**config.mk**
```make
export PLATFORM = sky130hd
export DESIGN_NAME = cswt_top
export DESIGN_NICKNAME = d
export VERILOG_FILES = /design/src/verilog/cswt_pkg.sv /design/src/verilog/cswt_top.sv
export VERILOG_INCLUDE_DIRS = /design/src /design/src/verilog
export SDC_FILE = /design/constraint.sdc
export NUM_CORES = 1
export LEC_CHECK = 0
export BUFFER_PORTS_ARGS = -buffer_cell sky130_fd_sc_hd__buf_2
export CAP_MARGIN = 20
export CORE_AREA = 4 4 137 139
export CTS_BUF_LIST = sky130_fd_sc_hd__clkbuf_4 sky130_fd_sc_hd__clkbuf_8 sky130_fd_sc_hd__clkbuf_16
export CTS_CLUSTER_DIAMETER = 80
export CTS_CLUSTER_SIZE = 14
export DETAILED_ROUTE_END_ITERATION = 8
export DIE_AREA = 0 0 141 143
export GPL_TIMING_DRIVEN = 0
export PLACE_DENSITY = 0.82
export SYNTH_ARGS = -nofsm -noshare
export SYNTH_HDL_FRONTEND = slang
export SYNTH_SLANG_ARGS = --single-unit
export TNS_END_PERCENT = 30
```
**constraint.sdc**
```tcl
create_clock -name clk -period 7.9 [get_ports clk]
set_input_delay 0.395 -clock clk [delete_from_list [all_inputs] [get_ports clk]]
set_output_delay 0.395 -clock clk [all_outputs]
set_load 0.01 [all_outputs]
```
**src/verilog/cswt_params.svh**
```systemverilog
`ifndef CSWT_PARAMS_SVH
`define CSWT_PARAMS_SVH
// Overview of operation
// - Timer starts once a valid on-time is written, whatever else is set.
// - Sensed edge alerts host in Normal/Stop, wakes regulator in Sleep/Fail-Safe.
// - Off-low/off-high hold the mapped switch at that static level.
// - Set configuration error flag when on-time exceeds period.
// - First sample is the reference; a later differing sample wakes.
// - Filter starts at on-time end; input must stay stable to count.
// - Cyclic sense wake sets that input's wake event flag.
// - Level snapshot takes sampled levels only in Normal/Stop; static inputs load the live level.
// - Fail-Safe turns sensing switches off, inputs go to static sensing.
// - Switch faults in Normal/Stop/Sleep turn the mapped switch off.
// - Timers keep running after a fault turns their switch off.
// - Sense wake interrupts in Stop, restarts device from Sleep.
// - Sleep request with pending flags restarts at once with reset.
// - Timer enabled as wake source interrupts in Normal and Stop.
// - Cyclic wake interrupts at each on-time start except the first.
// - Period selects 10, 20, 50, 100, 200 ms, 1 s or 2 s.
// - On-time selects 0.1, 0.3, 1, 10, 20 ms or off high/low.
// - Either timer can be mapped to any high-side switch.

`define CSWT_ADDR_W 4
`define CSWT_DATA_W 8
`define CSWT_A_TMR1 4'h0
`define CSWT_A_TMR2 4'h1
`define CSWT_A_WKEN 4'h2
`define CSWT_A_HSMAP 4'h3
`define CSWT_A_WKCFG 4'h4
`define CSWT_A_STATA 4'h5
`define CSWT_A_STATB 4'h6
`define CSWT_A_SNAP 4'h7
`define CSWT_A_ERR 4'h8

`define CSWT_CLK_MHZ 100
`define CSWT_TICK_US 10
`define CSWT_TICK_CYC (`CSWT_TICK_US * `CSWT_CLK_MHZ)
`define CSWT_FILT_NS 16000
`define CSWT_FILT_CYC ((`CSWT_FILT_NS * `CSWT_CLK_MHZ + 999) / 1000)

`define CSWT_PER0_MS 10
`define CSWT_PER1_MS 20
`define CSWT_PER2_MS 50
`define CSWT_PER3_MS 100
`define CSWT_PER4_MS 200
`define CSWT_PER5_MS 1000
`define CSWT_PER6_MS 2000
`define CSWT_ON2_US 100
`define CSWT_ON3_US 300
`define CSWT_ON4_US 1000
`define CSWT_ON5_US 10000
`define CSWT_ON6_US 20000
`define CSWT_OT_OFF_LOW 3'h0
`define CSWT_OT_OFF_HIGH 3'h1
`define CSWT_OT_LAST 3'h6
`define CSWT_CNT_W 18
`endif

```
**src/verilog/cswt_pkg.sv**
```systemverilog
package cswt_pkg;
  typedef enum logic [1:0] {
    CSWT_NORMAL = 2'h0,
    CSWT_STOP = 2'h1,
    CSWT_SLEEP = 2'h2,
    CSWT_FAILSAFE = 2'h3
  } cswt_mode_t;
  typedef struct packed {
    logic [2:0] ontime;
    logic [2:0] period;
  } cswt_tmr_cfg_t;
  typedef struct packed {
    logic wr;
    logic rd;
    logic [3:0] addr;
    logic [7:0] wdata;
  } cswt_bus_req_t;
endpackage

```
**src/verilog/cswt_top.sv**
```systemverilog
// The address map and the address-and-strobe port were left to the implementer.
`timescale 1ns/1ps
`include "cswt_params.svh"
module cswt_top #(
  parameter int TICK_CYC = `CSWT_TICK_CYC,
  parameter int FILT_CYC = `CSWT_FILT_CYC,
  parameter int NUM_HS = 4
) (
  input wire logic clk,
  input wire logic sys_rst,
  input wire cswt_pkg::cswt_bus_req_t bus_req,
  output logic [`CSWT_DATA_W-1:0] rd_data,
  input wire cswt_pkg::cswt_mode_t mode,
  input wire logic sleep_req,
  input wire logic [2:0] wake_input_pin,
  input wire logic [NUM_HS-1:0] hs_fault,
  output logic [NUM_HS-1:0] highside_switch_out,
  output logic host_alert_n,
  output logic main_regulator_output_wake,
  output logic restart_req,
  output logic reset_req
);
  localparam int CW = `CSWT_CNT_W;

  if (TICK_CYC < 1 || TICK_CYC > 65536 || FILT_CYC < 2 ||
      FILT_CYC > 65536 || NUM_HS < 1 || NUM_HS > 4) begin : g_chk
    $error("cswt_top: unsupported parameter values");
  end

  function automatic logic [CW-1:0] per_ticks(input logic [2:0] s);
    case (s)
      3'h1: per_ticks = CW'(`CSWT_PER1_MS * 1000 / `CSWT_TICK_US);
      3'h2: per_ticks = CW'(`CSWT_PER2_MS * 1000 / `CSWT_TICK_US);
      3'h3: per_ticks = CW'(`CSWT_PER3_MS * 1000 / `CSWT_TICK_US);
      3'h4: per_ticks = CW'(`CSWT_PER4_MS * 1000 / `CSWT_TICK_US);
      3'h5: per_ticks = CW'(`CSWT_PER5_MS * 1000 / `CSWT_TICK_US);
      3'h6: per_ticks = CW'(`CSWT_PER6_MS * 1000 / `CSWT_TICK_US);
      default: per_ticks = CW'(`CSWT_PER0_MS * 1000 / `CSWT_TICK_US);
    endcase
  endfunction

  function automatic logic [CW-1:0] on_ticks(input logic [2:0] s);
    case (s)
      3'h2: on_ticks = CW'(`CSWT_ON2_US / `CSWT_TICK_US);
      3'h3: on_ticks = CW'(`CSWT_ON3_US / `CSWT_TICK_US);
      3'h4: on_ticks = CW'(`CSWT_ON4_US / `CSWT_TICK_US);
      3'h5: on_ticks = CW'(`CSWT_ON5_US / `CSWT_TICK_US);
      3'h6: on_ticks = CW'(`CSWT_ON6_US / `CSWT_TICK_US);
      default: on_ticks = '0;
    endcase
  endfunction

  logic wr_tmr [2];
  logic [1:0] tmr_start;
  logic [1:0] tmr_run;
  logic [1:0] tmr_win;
  logic [1:0] tmr_wrap;
  logic [1:0] tmr_end;
  logic [1:0] tmr_lvl;
  logic [1:0] tmr_err;
  cswt_pkg::cswt_tmr_cfg_t tcfg [2];
  logic [1:0] wk_src_en;
  logic [2*NUM_HS-1:0] hs_map;
  logic [2:0] cs_en;
  logic [2:0] cs_tsel;
  logic [2:0] stat_a;
  logic [1:0] stat_b;
  logic [2:0] snap;
  logic cfg_err;
  logic [NUM_HS-1:0] hs_off;
  logic [2:0] wk_ev;
  logic [2:0] wk_snap_ld;
  logic [2:0] wk_snap_val;
  logic [1:0] tmr_ev;
  logic active_mode;
  logic low_power;

  assign active_mode = mode == cswt_pkg::CSWT_NORMAL ||
                       mode == cswt_pkg::CSWT_STOP;
  assign low_power = mode == cswt_pkg::CSWT_SLEEP ||
                     mode == cswt_pkg::CSWT_FAILSAFE;
  assign wr_tmr[0] = bus_req.wr && bus_req.addr == `CSWT_A_TMR1;
  assign wr_tmr[1] = bus_req.wr && bus_req.addr == `CSWT_A_TMR2;

  // Configuration registers
  always_ff @(posedge clk) begin
    if (sys_rst) begin
      wk_src_en <= '0;
      hs_map <= '0;
      cs_en <= '0;
      cs_tsel <= '0;
    end else if (bus_req.wr) begin
      case (bus_req.addr)
        `CSWT_A_WKEN: wk_src_en <= bus_req.wdata[1:0];
        `CSWT_A_HSMAP: hs_map <= bus_req.wdata[2*NUM_HS-1:0];
        `CSWT_A_WKCFG: begin
          cs_en <= bus_req.wdata[2:0];
          cs_tsel <= bus_req.wdata[6:4];
        end
        default: ;
      endcase
    end
  end

  for (genvar t = 0; t < 2; t++) begin : g_tmr
    logic [CW-1:0] cnt;
    logic [CW-1:0] per;
    logic [CW-1:0] ont;
    logic [2:0] new_ot;
    logic [2:0] new_per;
    logic [15:0] pre;
    logic tk;
    assign new_ot = bus_req.wdata[6:4];
    assign new_per = bus_req.wdata[2:0];
    assign per = per_ticks(tcfg[t].period);
    assign ont = on_ticks(tcfg[t].ontime);
    // Valid on-time written starts the timer
    assign tmr_start[t] = wr_tmr[t] && new_ot > `CSWT_OT_OFF_HIGH &&
                          new_ot <= `CSWT_OT_LAST;
    assign tmr_err[t] = tmr_start[t] &&
                        on_ticks(new_ot) > per_ticks(new_per);
    assign tmr_run[t] = tcfg[t].ontime > `CSWT_OT_OFF_HIGH &&
                        tcfg[t].ontime <= `CSWT_OT_LAST;

    always_ff @(posedge clk) begin
      if (sys_rst) begin
        tcfg[t] <= '0;
      end else if (wr_tmr[t]) begin
        tcfg[t] <= {new_ot, new_per};
      end
    end

    // Own divider per timer, so a start always opens with a full tick
    // and the first window is as long as every later one
    always_ff @(posedge clk) begin
      if (sys_rst || tmr_start[t] || !tmr_run[t] ||
          pre == 16'(TICK_CYC - 1)) begin
        pre <= '0;
      end else begin
        pre <= pre + 16'h0001;
      end
    end
    assign tk = pre == 16'(TICK_CYC - 1);

    // Free running in period; fault switch-off does not stop it
    always_ff @(posedge clk) begin
      if (sys_rst || tmr_start[t] || !tmr_run[t]) begin
        cnt <= '0;
      end else if (tk) begin
        cnt <= (cnt == per - 1'b1) ? '0 : cnt + 1'b1;
      end
    end
    assign tmr_wrap[t] = tmr_run[t] && tk && cnt == per - 1'b1 &&
                         !wr_tmr[t];
    assign tmr_end[t] = tmr_run[t] && tk && cnt == ont - 1'b1 &&
                        ont < per && !wr_tmr[t];
    assign tmr_win[t] = tmr_run[t] && cnt < ont;
    assign tmr_lvl[t] = tmr_run[t] ? tmr_win[t] :
                        tcfg[t].ontime == `CSWT_OT_OFF_HIGH;
    // Start of each on-time after the first one
    assign tmr_ev[t] = tmr_wrap[t] && wk_src_en[t] && active_mode;
  end

  // High-side switches
  for (genvar h = 0; h < NUM_HS; h++) begin : g_hs
    logic [1:0] sel;
    assign sel = hs_map[2*h +: 2];
    // Outside Fail-Safe, a fault wins over a clearing map write in the same cycle
    always_ff @(posedge clk) begin
      if (sys_rst) begin
        hs_off[h] <= 1'b0;
      end else if (hs_fault[h] && mode != cswt_pkg::CSWT_FAILSAFE) begin
        hs_off[h] <= 1'b1;
      end else if (bus_req.wr && bus_req.addr == `CSWT_A_HSMAP) begin
        hs_off[h] <= 1'b0;
      end
    end
    always_ff @(posedge clk) begin
      if (sys_rst || hs_off[h] ||
          mode == cswt_pkg::CSWT_FAILSAFE) begin
        highside_switch_out[h] <= 1'b0;
      end else begin
        unique case (sel)
          2'h1: highside_switch_out[h] <= tmr_lvl[0];
          2'h2: highside_switch_out[h] <= tmr_lvl[1];
          default: highside_switch_out[h] <= 1'b0;
        endcase
      end
    end
  end

  // Wake inputs: sync, sample, filter, compare
  for (genvar i = 0; i < 3; i++) begin : g_wk
    logic s1;
    logic s2;
    logic s3;
    logic stable;
    logic ref_lvl;
    logic have_ref;
    logic busy;
    logic cap;
    logic acc;
    logic trig;
    logic cyc;
    logic [15:0] fcnt;
    assign cyc = cs_en[i] && mode != cswt_pkg::CSWT_FAILSAFE;
    always_ff @(posedge clk) begin
      if (sys_rst) begin
        s1 <= 1'b0;
        s2 <= 1'b0;
        s3 <= 1'b0;
        stable <= 1'b0;
      end else begin
        s1 <= wake_input_pin[i];
        s2 <= s1;
        s3 <= s2;
        if (s2 == s3) begin
          stable <= s3;
        end
      end
    end
    // Cyclic: end of on-time; Fail-Safe: static level change
    assign trig = !busy && (cyc ? tmr_end[cs_tsel[i]] :
                  (mode == cswt_pkg::CSWT_FAILSAFE && have_ref &&
                   stable != ref_lvl));
    always_ff @(posedge clk) begin
      if (sys_rst) begin
        busy <= 1'b0;
        cap <= 1'b0;
        fcnt <= '0;
      end else if (trig) begin
        busy <= 1'b1;
        cap <= stable;
        fcnt <= '0;
      end else if (busy) begin
        if (stable != cap || fcnt == 16'(FILT_CYC - 1)) begin
          busy <= 1'b0;
        end
        fcnt <= fcnt + 16'h0001;
      end
    end
    assign acc = busy && stable == cap && fcnt == 16'(FILT_CYC - 1);
    always_ff @(posedge clk) begin
      if (sys_rst || (!cs_en[i] && mode != cswt_pkg::CSWT_FAILSAFE) ||
          (cyc && tmr_start[cs_tsel[i]])) begin
        have_ref <= 1'b0;
        ref_lvl <= 1'b0;
      end else if (mode == cswt_pkg::CSWT_FAILSAFE && !have_ref) begin
        have_ref <= 1'b1;
        ref_lvl <= stable;
      end else if (acc) begin
        have_ref <= 1'b1;
        ref_lvl <= cap;
      end
    end
    assign wk_ev[i] = acc && have_ref && cap != ref_lvl;
    assign wk_snap_ld[i] = cyc ? (acc && active_mode) : 1'b1;
    assign wk_snap_val[i] = cyc ? cap : stable;
  end

  // Status flags; a setting event wins over a clear
  always_ff @(posedge clk) begin
    if (sys_rst) begin
      stat_a <= '0;
      stat_b <= '0;
      cfg_err <= 1'b0;
    end else begin
      stat_a <= (stat_a & ~((bus_req.wr && bus_req.addr == `CSWT_A_STATA) ?
                bus_req.wdata[2:0] : 3'h0)) | wk_ev;
      stat_b <= (stat_b & ~((bus_req.wr && bus_req.addr == `CSWT_A_STATB) ?
                bus_req.wdata[1:0] : 2'h0)) | tmr_ev;
      cfg_err <= (cfg_err && !(bus_req.wr && bus_req.addr == `CSWT_A_ERR &&
                 bus_req.wdata[0])) || (|tmr_err);
    end
  end

  always_ff @(posedge clk) begin
    if (sys_rst) begin
      snap <= '0;
    end else begin
      for (int k = 0; k < 3; k++) begin
        if (wk_snap_ld[k]) begin
          snap[k] <= wk_snap_val[k];
        end
      end
    end
  end

  // Host alert, regulator wake, restart and reset
  always_ff @(posedge clk) begin
    if (sys_rst) begin
      host_alert_n <= 1'b1;
      main_regulator_output_wake <= 1'b0;
      restart_req <= 1'b0;
      reset_req <= 1'b0;
    end else begin
      host_alert_n <= !(active_mode && ((|wk_ev) || (|tmr_ev)));
      main_regulator_output_wake <= low_power && (|wk_ev);
      restart_req <= (low_power && (|wk_ev)) ||
                     (sleep_req && ((|stat_a) || (|stat_b)));
      reset_req <= sleep_req && ((|stat_a) || (|stat_b));
    end
  end

  // Register read, data one cycle after the strobe
  always_ff @(posedge clk) begin
    if (sys_rst || !bus_req.rd) begin
      rd_data <= '0;
    end else begin
      case (bus_req.addr)
        `CSWT_A_TMR1: rd_data <= {1'b0, tcfg[0].ontime, 1'b0,
                                  tcfg[0].period};
        `CSWT_A_TMR2: rd_data <= {1'b0, tcfg[1].ontime, 1'b0,
                                  tcfg[1].period};
        `CSWT_A_WKEN: rd_data <= {6'h00, wk_src_en};
        `CSWT_A_HSMAP: rd_data <= 8'(hs_map);
        `CSWT_A_WKCFG: rd_data <= {1'b0, cs_tsel, 1'b0, cs_en};
        `CSWT_A_STATA: rd_data <= {5'h00, stat_a};
        `CSWT_A_STATB: rd_data <= {6'h00, stat_b};
        `CSWT_A_SNAP: rd_data <= {5'h00, snap};
        `CSWT_A_ERR: rd_data <= {2'h0, tmr_run, 3'h0, cfg_err};
        default: rd_data <= '0;
      endcase
    end
  end
endmodule

```
==> results of run 1 <==
## path summary, 6_finish.rpt
check / endpoint / cells past startpoint / startpoint / slack [ps]
max: g_wk[2].fcnt[11] / 16 / tcfg[1][3] / 3510
min: g_wk[0].s1 / 2 / wake_input_pin[0] / 160
max reg2reg: g_wk[2].fcnt[11] / 16 / tcfg[1][3] / 3510
min reg2reg: highside_switch_out[0] / 1 / hs_off[0] / 440
## cells in the final DEF, fill, tap and decap left out, types with 49 or more instances in the layout
master    instances
xor2_1           90
ha_1             73
nand3_1          70
dfxtp_1         185
a21oi_1          70
clkbuf_1         49
nor2_1          206
xnor2_1          55
nand2_1         130
## registers in the layout, indices dropped and copies added, names as in the netlist, 4 cells and up
register	cells
tcfg	12
highside_switch_out	4
g_tmr.cnt	36
hs_map	8
g_tmr.pre	32
g_wk.fcnt	48
rd_data	8
hs_off	4
## layout make-up
class | instances | area [µm²] | share of cell area (%)
antenna | 2 | 5.00 | 0.0391
inverter | 46 | 173 | 1.35
sequential | 197 | 4060 | 31.8
multi-input combinational | 1110 | 7180 | 56.1
tap | 229 | 287 | 2.24
timing repair buffer | 33 | 165 | 1.29
clock buffer | 20 | 472 | 3.69
buffer | 72 | 315 | 2.46
clock inverter | 12 | 134 | 1.05
## worst reg2reg max path, cell delays in order (launching register included)
cell and delay (ps):
edfxtp_1 440, clkbuf_1 440, nor2_1 110, a21oi_1 220, ha_1 200, clkbuf_1 350, nand2_1 100, ha_1 320
xnor2_1 190, nand4b_1 120, or3_1 390, nor4b_1 330, nand4b_1 360, nand4_1 240, a31o_2 270, buf_6 170
nor2_1 50
## where the power goes
group / switching (mW) / internal (mW) / total, mW
clock network: 0.416 / 0.477 / 0.893
registers: 0.0101 / 1.01 / 1.02
logic: 0.152 / 0.0922 / 0.244
## kinds of logic after synthesis
kind of cell | synth area share, %
flops | 34.6
simple gates | 26.9
mux | 2.99
compound gates | 12.7
xor+xnor | 10.8
fa+ha+maj | 7.79
buf+inv | 4.16
## per-stage QoR
stage          area, µm²  util [%]
2_1_floorplan      11700         -
3_3_place_gp       12200      69.0
3_5_place_dp       12200      69.0
4_1_cts            12800      72.4
5_1_grt            12800      72.4
6_report           12800      72.4
## metal layers
layer	vias to the layer above	GRT usage [%]	wire length (µm)
met5	-	0	13
met4	2	12.8	1080
met3	95	5.43	2030
met2	397	46.6	13100
met1	4821	35.9	12200
li1	5086	-	-
## Yosys cell counts, types with 34 or more instances
cell type	instances
xnor2_1	55
nor2_1	206
nand4_1	37
ha_1	73
nand2_1	130
dfxtp_1	185
clkbuf_1	49
o21ai_0	47
inv_1	45
a21oi_1	70
nand3_1	70
xor2_1	90
nor2b_1	34
==> flow_summary.yaml, run 1 <==
critical_path:
  path_cells: "clkbuf_1, nor2_1, a21oi_1, ha_1, clkbuf_1, nand2_1, ha_1, xnor2_1, nand4b_1, or3_1, nor4b_1, nand4b_1, nand4_1, a31o_2, buf_6, nor2_1"
  critPathKind: "flop to flop"
  critPathMaxStageDelay_ps: 440
  cp_num_buf_inv: 3
  cp_max_fo: 10
  slowest_stage: "edfxtp_1"
  critPathCaptureType: "flop"
  cp-start-kind: "flop"
  cpLargestDelayFamily: "simple AND/OR/NAND/NOR gates"
  critPathRequiredTime_ps: 8240
  cp.arrival_ps: 4730
route:
  detail_route.vias_per_cell: 6.04
  wire_per_inst_um: 16.5
  detail-route-antenna-nets: 0
  drtIter0Drc: 859
  first_pass_iters: 6
  dr_total_vias: 10400
  drc: 0
  wl_mm: 28.4
cells_and_area:
  n_fill_cell: 1379
  num-nets-final: 1576
  syn2layout_area_growth_pct: 9.06
  final_cells: 1721
  drive_gt1_share_pct: 7.45
place:
  finalWeightedCongestion: 1.01
  pre_cts_ws_ps: 3620
  place_hpwl_mm: 21.2
  dp_cells: 1687
  numPortBuffers: 33
clock_tree:
  clockRootBuffer: "clkbuf_16"
  cts_tree: "yes"
  cts_setup_buffers: 0
  worstSkewPairLatency_ps: 450
  post_cts_resized: 0
  cts.sinks: 197
  path_clk_slew_ps: 80
  numCtsBuffers: 17
  h-tree-depth: 4
  holdBufCountCts: 0
  cts_buffer_depth: 2
floorplanning:
  core_um2: 17700
  initial_core_util_pct: 66.4
  pin_count: 42
  fp.dieH_um: 143
  die-area_um2: 20200
  rows: 49
  fp.dieW_um: 141
global_route:
  grt_max_degree: 19
  grt_usage_pct: 28.2
  antenna_found_initial: 2
  grt_pass1_vias: 9863
  grt_overflow: 0
  grt_pass1_wl_mm: 46.6
synthesis:
  synthCells: 1425
  yosysTopAreaCellShare_pct: 31.6
  synth-seq-cells: 197
  avgSynthCellArea_um2: 8.23
  synthTopCellsByArea: "dfxtp_1, ha_1, xor2_1"
  yosys_warnings: 0
  synthesis.area_um2: 11700
  synth_top_cell_by_area: "dfxtp_1"
  synthFlopType: "dfxtp_1"
  synth_cell_types: 86
  synth_edf_count: 12
  async_flop_share_pct: 0
  syn_nets: 1524
  yosysSeqAreaShare_pct: 34.6
timing:
  setup_slack_ps: 3510
  rsz0062_at_grt: "no"
  timing.fmax_mhz: 228
  worst_clock_skew_ps: 10.5
  fin_tns_setup_ps: 0
  max_slew_margin_pct: 34.8
  tightestPinTransition_ps: 968
  setup_viol: 0
  period_minus_slack_ps: 4390
  final_hold_viol_count: 0
  slew_violations: 0
  whs_ps: 159
  finalCritPeriodShare_pct: 55.6
power:
  p_total_mw: 2.16
  p_leak_nw: 4.95
  ir_worst_vdd_mv: 0.160
  p_per_area_nw_per_um2: 169
flow_run:
  maxCapViolCount: 0
outcome:
  outcome: "complete, no violations"
hold_path:
  min_path_type: "input pin to flop"
Power figures use the tool's default switching activity.
==> inputs of run 2 (changes only) <==
--- a/config.mk
+++ b/config.mk
@@ -8,14 +8,14 @@
 export LEC_CHECK = 0
 export BUFFER_PORTS_ARGS = -buffer_cell sky130_fd_sc_hd__buf_2
 export CAP_MARGIN = 20
-export CORE_AREA = 4 4 137 139
+export CORE_AREA = 4 4 142 144
 export CTS_BUF_LIST = sky130_fd_sc_hd__clkbuf_4 sky130_fd_sc_hd__clkbuf_8 sky130_fd_sc_hd__clkbuf_16
 export CTS_CLUSTER_DIAMETER = 80
 export CTS_CLUSTER_SIZE = 14
 export DETAILED_ROUTE_END_ITERATION = 8
-export DIE_AREA = 0 0 141 143
+export DIE_AREA = 0 0 146 148
 export GPL_TIMING_DRIVEN = 0
-export PLACE_DENSITY = 0.82
+export PLACE_DENSITY = 0.77
 export SYNTH_ARGS = -nofsm -noshare
 export SYNTH_HDL_FRONTEND = slang
 export SYNTH_SLANG_ARGS = --single-unit
==> constraint.sdc (replaced) <==
create_clock -name clk -period 4.3 [get_ports clk]
set_input_delay 0.215 -clock clk [delete_from_list [all_inputs] [get_ports clk]]
set_output_delay 0.215 -clock clk [all_outputs]
set_load 0.01 [all_outputs]
==> flow_summary.yaml, run 2 (synthesized netlist as in run 1, its figures left out) <==
outcome:
  outcome: "complete, no violations"
timing:
  slew_violations: 0
  tightestPinTransition_ps: 974
  worst_clock_skew_ps: 11.7
  max_slew_margin_pct: 34.4
  rsz0062_at_grt: "no"
  timing.fmax_mhz: 246
  period_minus_slack_ps: 4060
  setup_viol: 0
  finalCritPeriodShare_pct: 94.5
  final_hold_viol_count: 0
  setup_slack_ps: 238
flow_run:
  maxCapViolCount: 0
critical_path:
  cpLargestDelayFamily: "simple AND/OR/NAND/NOR gates"
  cp_max_fo: 10
  critPathRequiredTime_ps: 4630
  critPathCaptureType: "flop"
  path_cells: "nand2b_1, inv_1, a21oi_1, ha_1, buf_2, nand2_1, ha_1, xnor2_1, nand4b_1, or3_1, nor4b_2, nand4b_1, nand4_1, a31o_2, buf_6, nor2_1"
  critPathMaxStageDelay_ps: 470
  slowest_stage: "edfxtp_1"
  critPathKind: "flop to flop"
  cp_num_buf_inv: 3
  cp.arrival_ps: 4400
  cp-start-kind: "flop"
power:
  power_frac_comb_pct: 11.6
  p_int_mw: 2.90
  p_leak_nw: 4.99
  ir_worst_vdd_mv: 0.282
  switching_share_pct: 27.5
  power_switching_mw: 1.10
  p_clk_share_pct: 41.3
  p_seq_share_pct: 47.0
  p_per_area_nw_per_um2: 311
place:
  dp_cells: 1692
  place_hpwl_mm: 21.4
  numPortBuffers: 33
  place_area_um2: 12200
  finalWeightedCongestion: 0.971
  pre_cts_ws_ps: 9.27
global_route:
  antenna_found_initial: 2
  grt_overflow: 0
  grt_pass1_vias: 9821
  grt_max_degree: 20
  grt_pass1_wl_mm: 48.4
  grt_usage_pct: 27.0
cells_and_area:
  drive_gt1_share_pct: 7.76
  syn2layout_area_growth_pct: 9.60
  largest_reg_flops: 48
  num-nets-final: 1581
  largest_register: "g_wk.fcnt"
  top_regs: "g_wk.fcnt: 48 flops, g_tmr.cnt: 36 flops, g_tmr.pre: 32 flops"
  final_common_cell: "nor2_1"
  n_fill_cell: 1586
  final_cell_mix: "nor2_1, dfxtp_1, nand2_1, xor2_1, ha_1"
  final_area_um2: 12900
  final_cells: 1730
clock_tree:
  path_clk_slew_ps: 80
  numCtsBuffers: 17
  worstSkewPairLatency_ps: 450
  cts.sinks: 197
  h-tree-depth: 4
  cts_buffer_depth: 2
  clockRootBuffer: "clkbuf_16"
  cts_tree: "yes"
route:
  drc: 0
  wire_per_inst_um: 17.0
  dr_total_vias: 10500
  drtIter0Drc: 1042
  detail-route-antenna-nets: 0
  first_pass_iters: 5
  detail_route.vias_per_cell: 6.05
  wl_mm: 29.4
floorplanning:
  pin_count: 42
  rows: 50
  fp.dieW_um: 146
  die-area_um2: 21600
  fp.dieH_um: 148
  initial_core_util_pct: 62.7
  core_um2: 18700
hold_path:
  min_path_type: "input pin to flop"
==> run 2: cell types whose count changed in the layout (fill, tap and decap cells not counted), moves of 2 or more <==
cell,before,now
buf_2,47,49
clkinvlp_4,3,0
clkinv_8,1,3
dlygate4sd3_1,0,3
clkbuf_1,49,47
==> run 2: power groups by stage <==
stage          sequential [mW]  combinational [mW]  clock (mW)
2_1_floorplan             1.92               0.331           0
3_3_place_gp              1.92               0.437           0
3_5_place_dp              1.92               0.447           0
4_1_cts                   1.88               0.457        1.67
5_1_grt                   1.88               0.512        1.75
6_report                  1.88               0.465        1.65
==> run 2: layout make-up <==
cell class	count	area [µm²]	area share, %
multi-input cells	1110	7180	55.9
well taps	234	293	2.28
inverters	46	173	1.34
repair buffers	38	208	1.62
clock buffers	19	453	3.52
clock inverters	13	161	1.26
plain buffers	72	318	2.47
flip-flops and latches	197	4060	31.6
diodes	1	2.50	0.0195
==> run 2: tightest hold or removal path: stages <==
cell and delay [ps]:
buf_2 100, nand2_1 50, a21oi_1 50
==> run 2: per-stage QoR <==
| stage | utilization [%] | hold slack (ps) | TNS [ps] | power (mW) |
|---|---|---|---|---|
| 2_1_floorplan | - | 343 | 0 | 2.25 |
| 3_3_place_gp | 65.2 | 416 | -57.7 | 2.36 |
| 3_5_place_dp | 65.2 | 424 | 0 | 2.37 |
| 4_1_cts | 68.6 | 13.6 | 0 | 4.01 |
| 5_1_grt | 68.7 | 27.7 | 0 | 4.15 |
| 6_report | 68.7 | 19.2 | 0 | 4.00 |
==> run 2: worst paths after layout <==
check | from | to | slack, ps | cells past startpoint
max | tcfg[1][4] | g_wk[2].fcnt[6] | 240 | 16
min | bus_req[3] | hs_map[3] | 20 | 3
max reg2reg | tcfg[1][4] | g_wk[2].fcnt[6] | 240 | 16
min reg2reg | hs_off[1] | highside_switch_out[1] | 440 | 1
==> run 2: repair_timing <==
item,CTS,global route
gates cloned,0,0
pin swaps,0,2
gates resized for setup,1,5
setup buffers,0,1
setup endpoints to repair,30,52
hold buffers,3,0
hold endpoints to repair,3,0
==> run 2: routing by layer <==
layer / part of all wire (%) / global-route usage (%) / wire length [µm] / up-vias
met5: 0.041 / 0 / 12 / -
met2: 45 / 43.8 / 13300 / 403
met4: 3.1 / 10.3 / 903 / 2
met1: 44 / 36.2 / 13000 / 4877
li1: - / - / - / 5111
met3: 7.5 / 4.75 / 2190 / 81
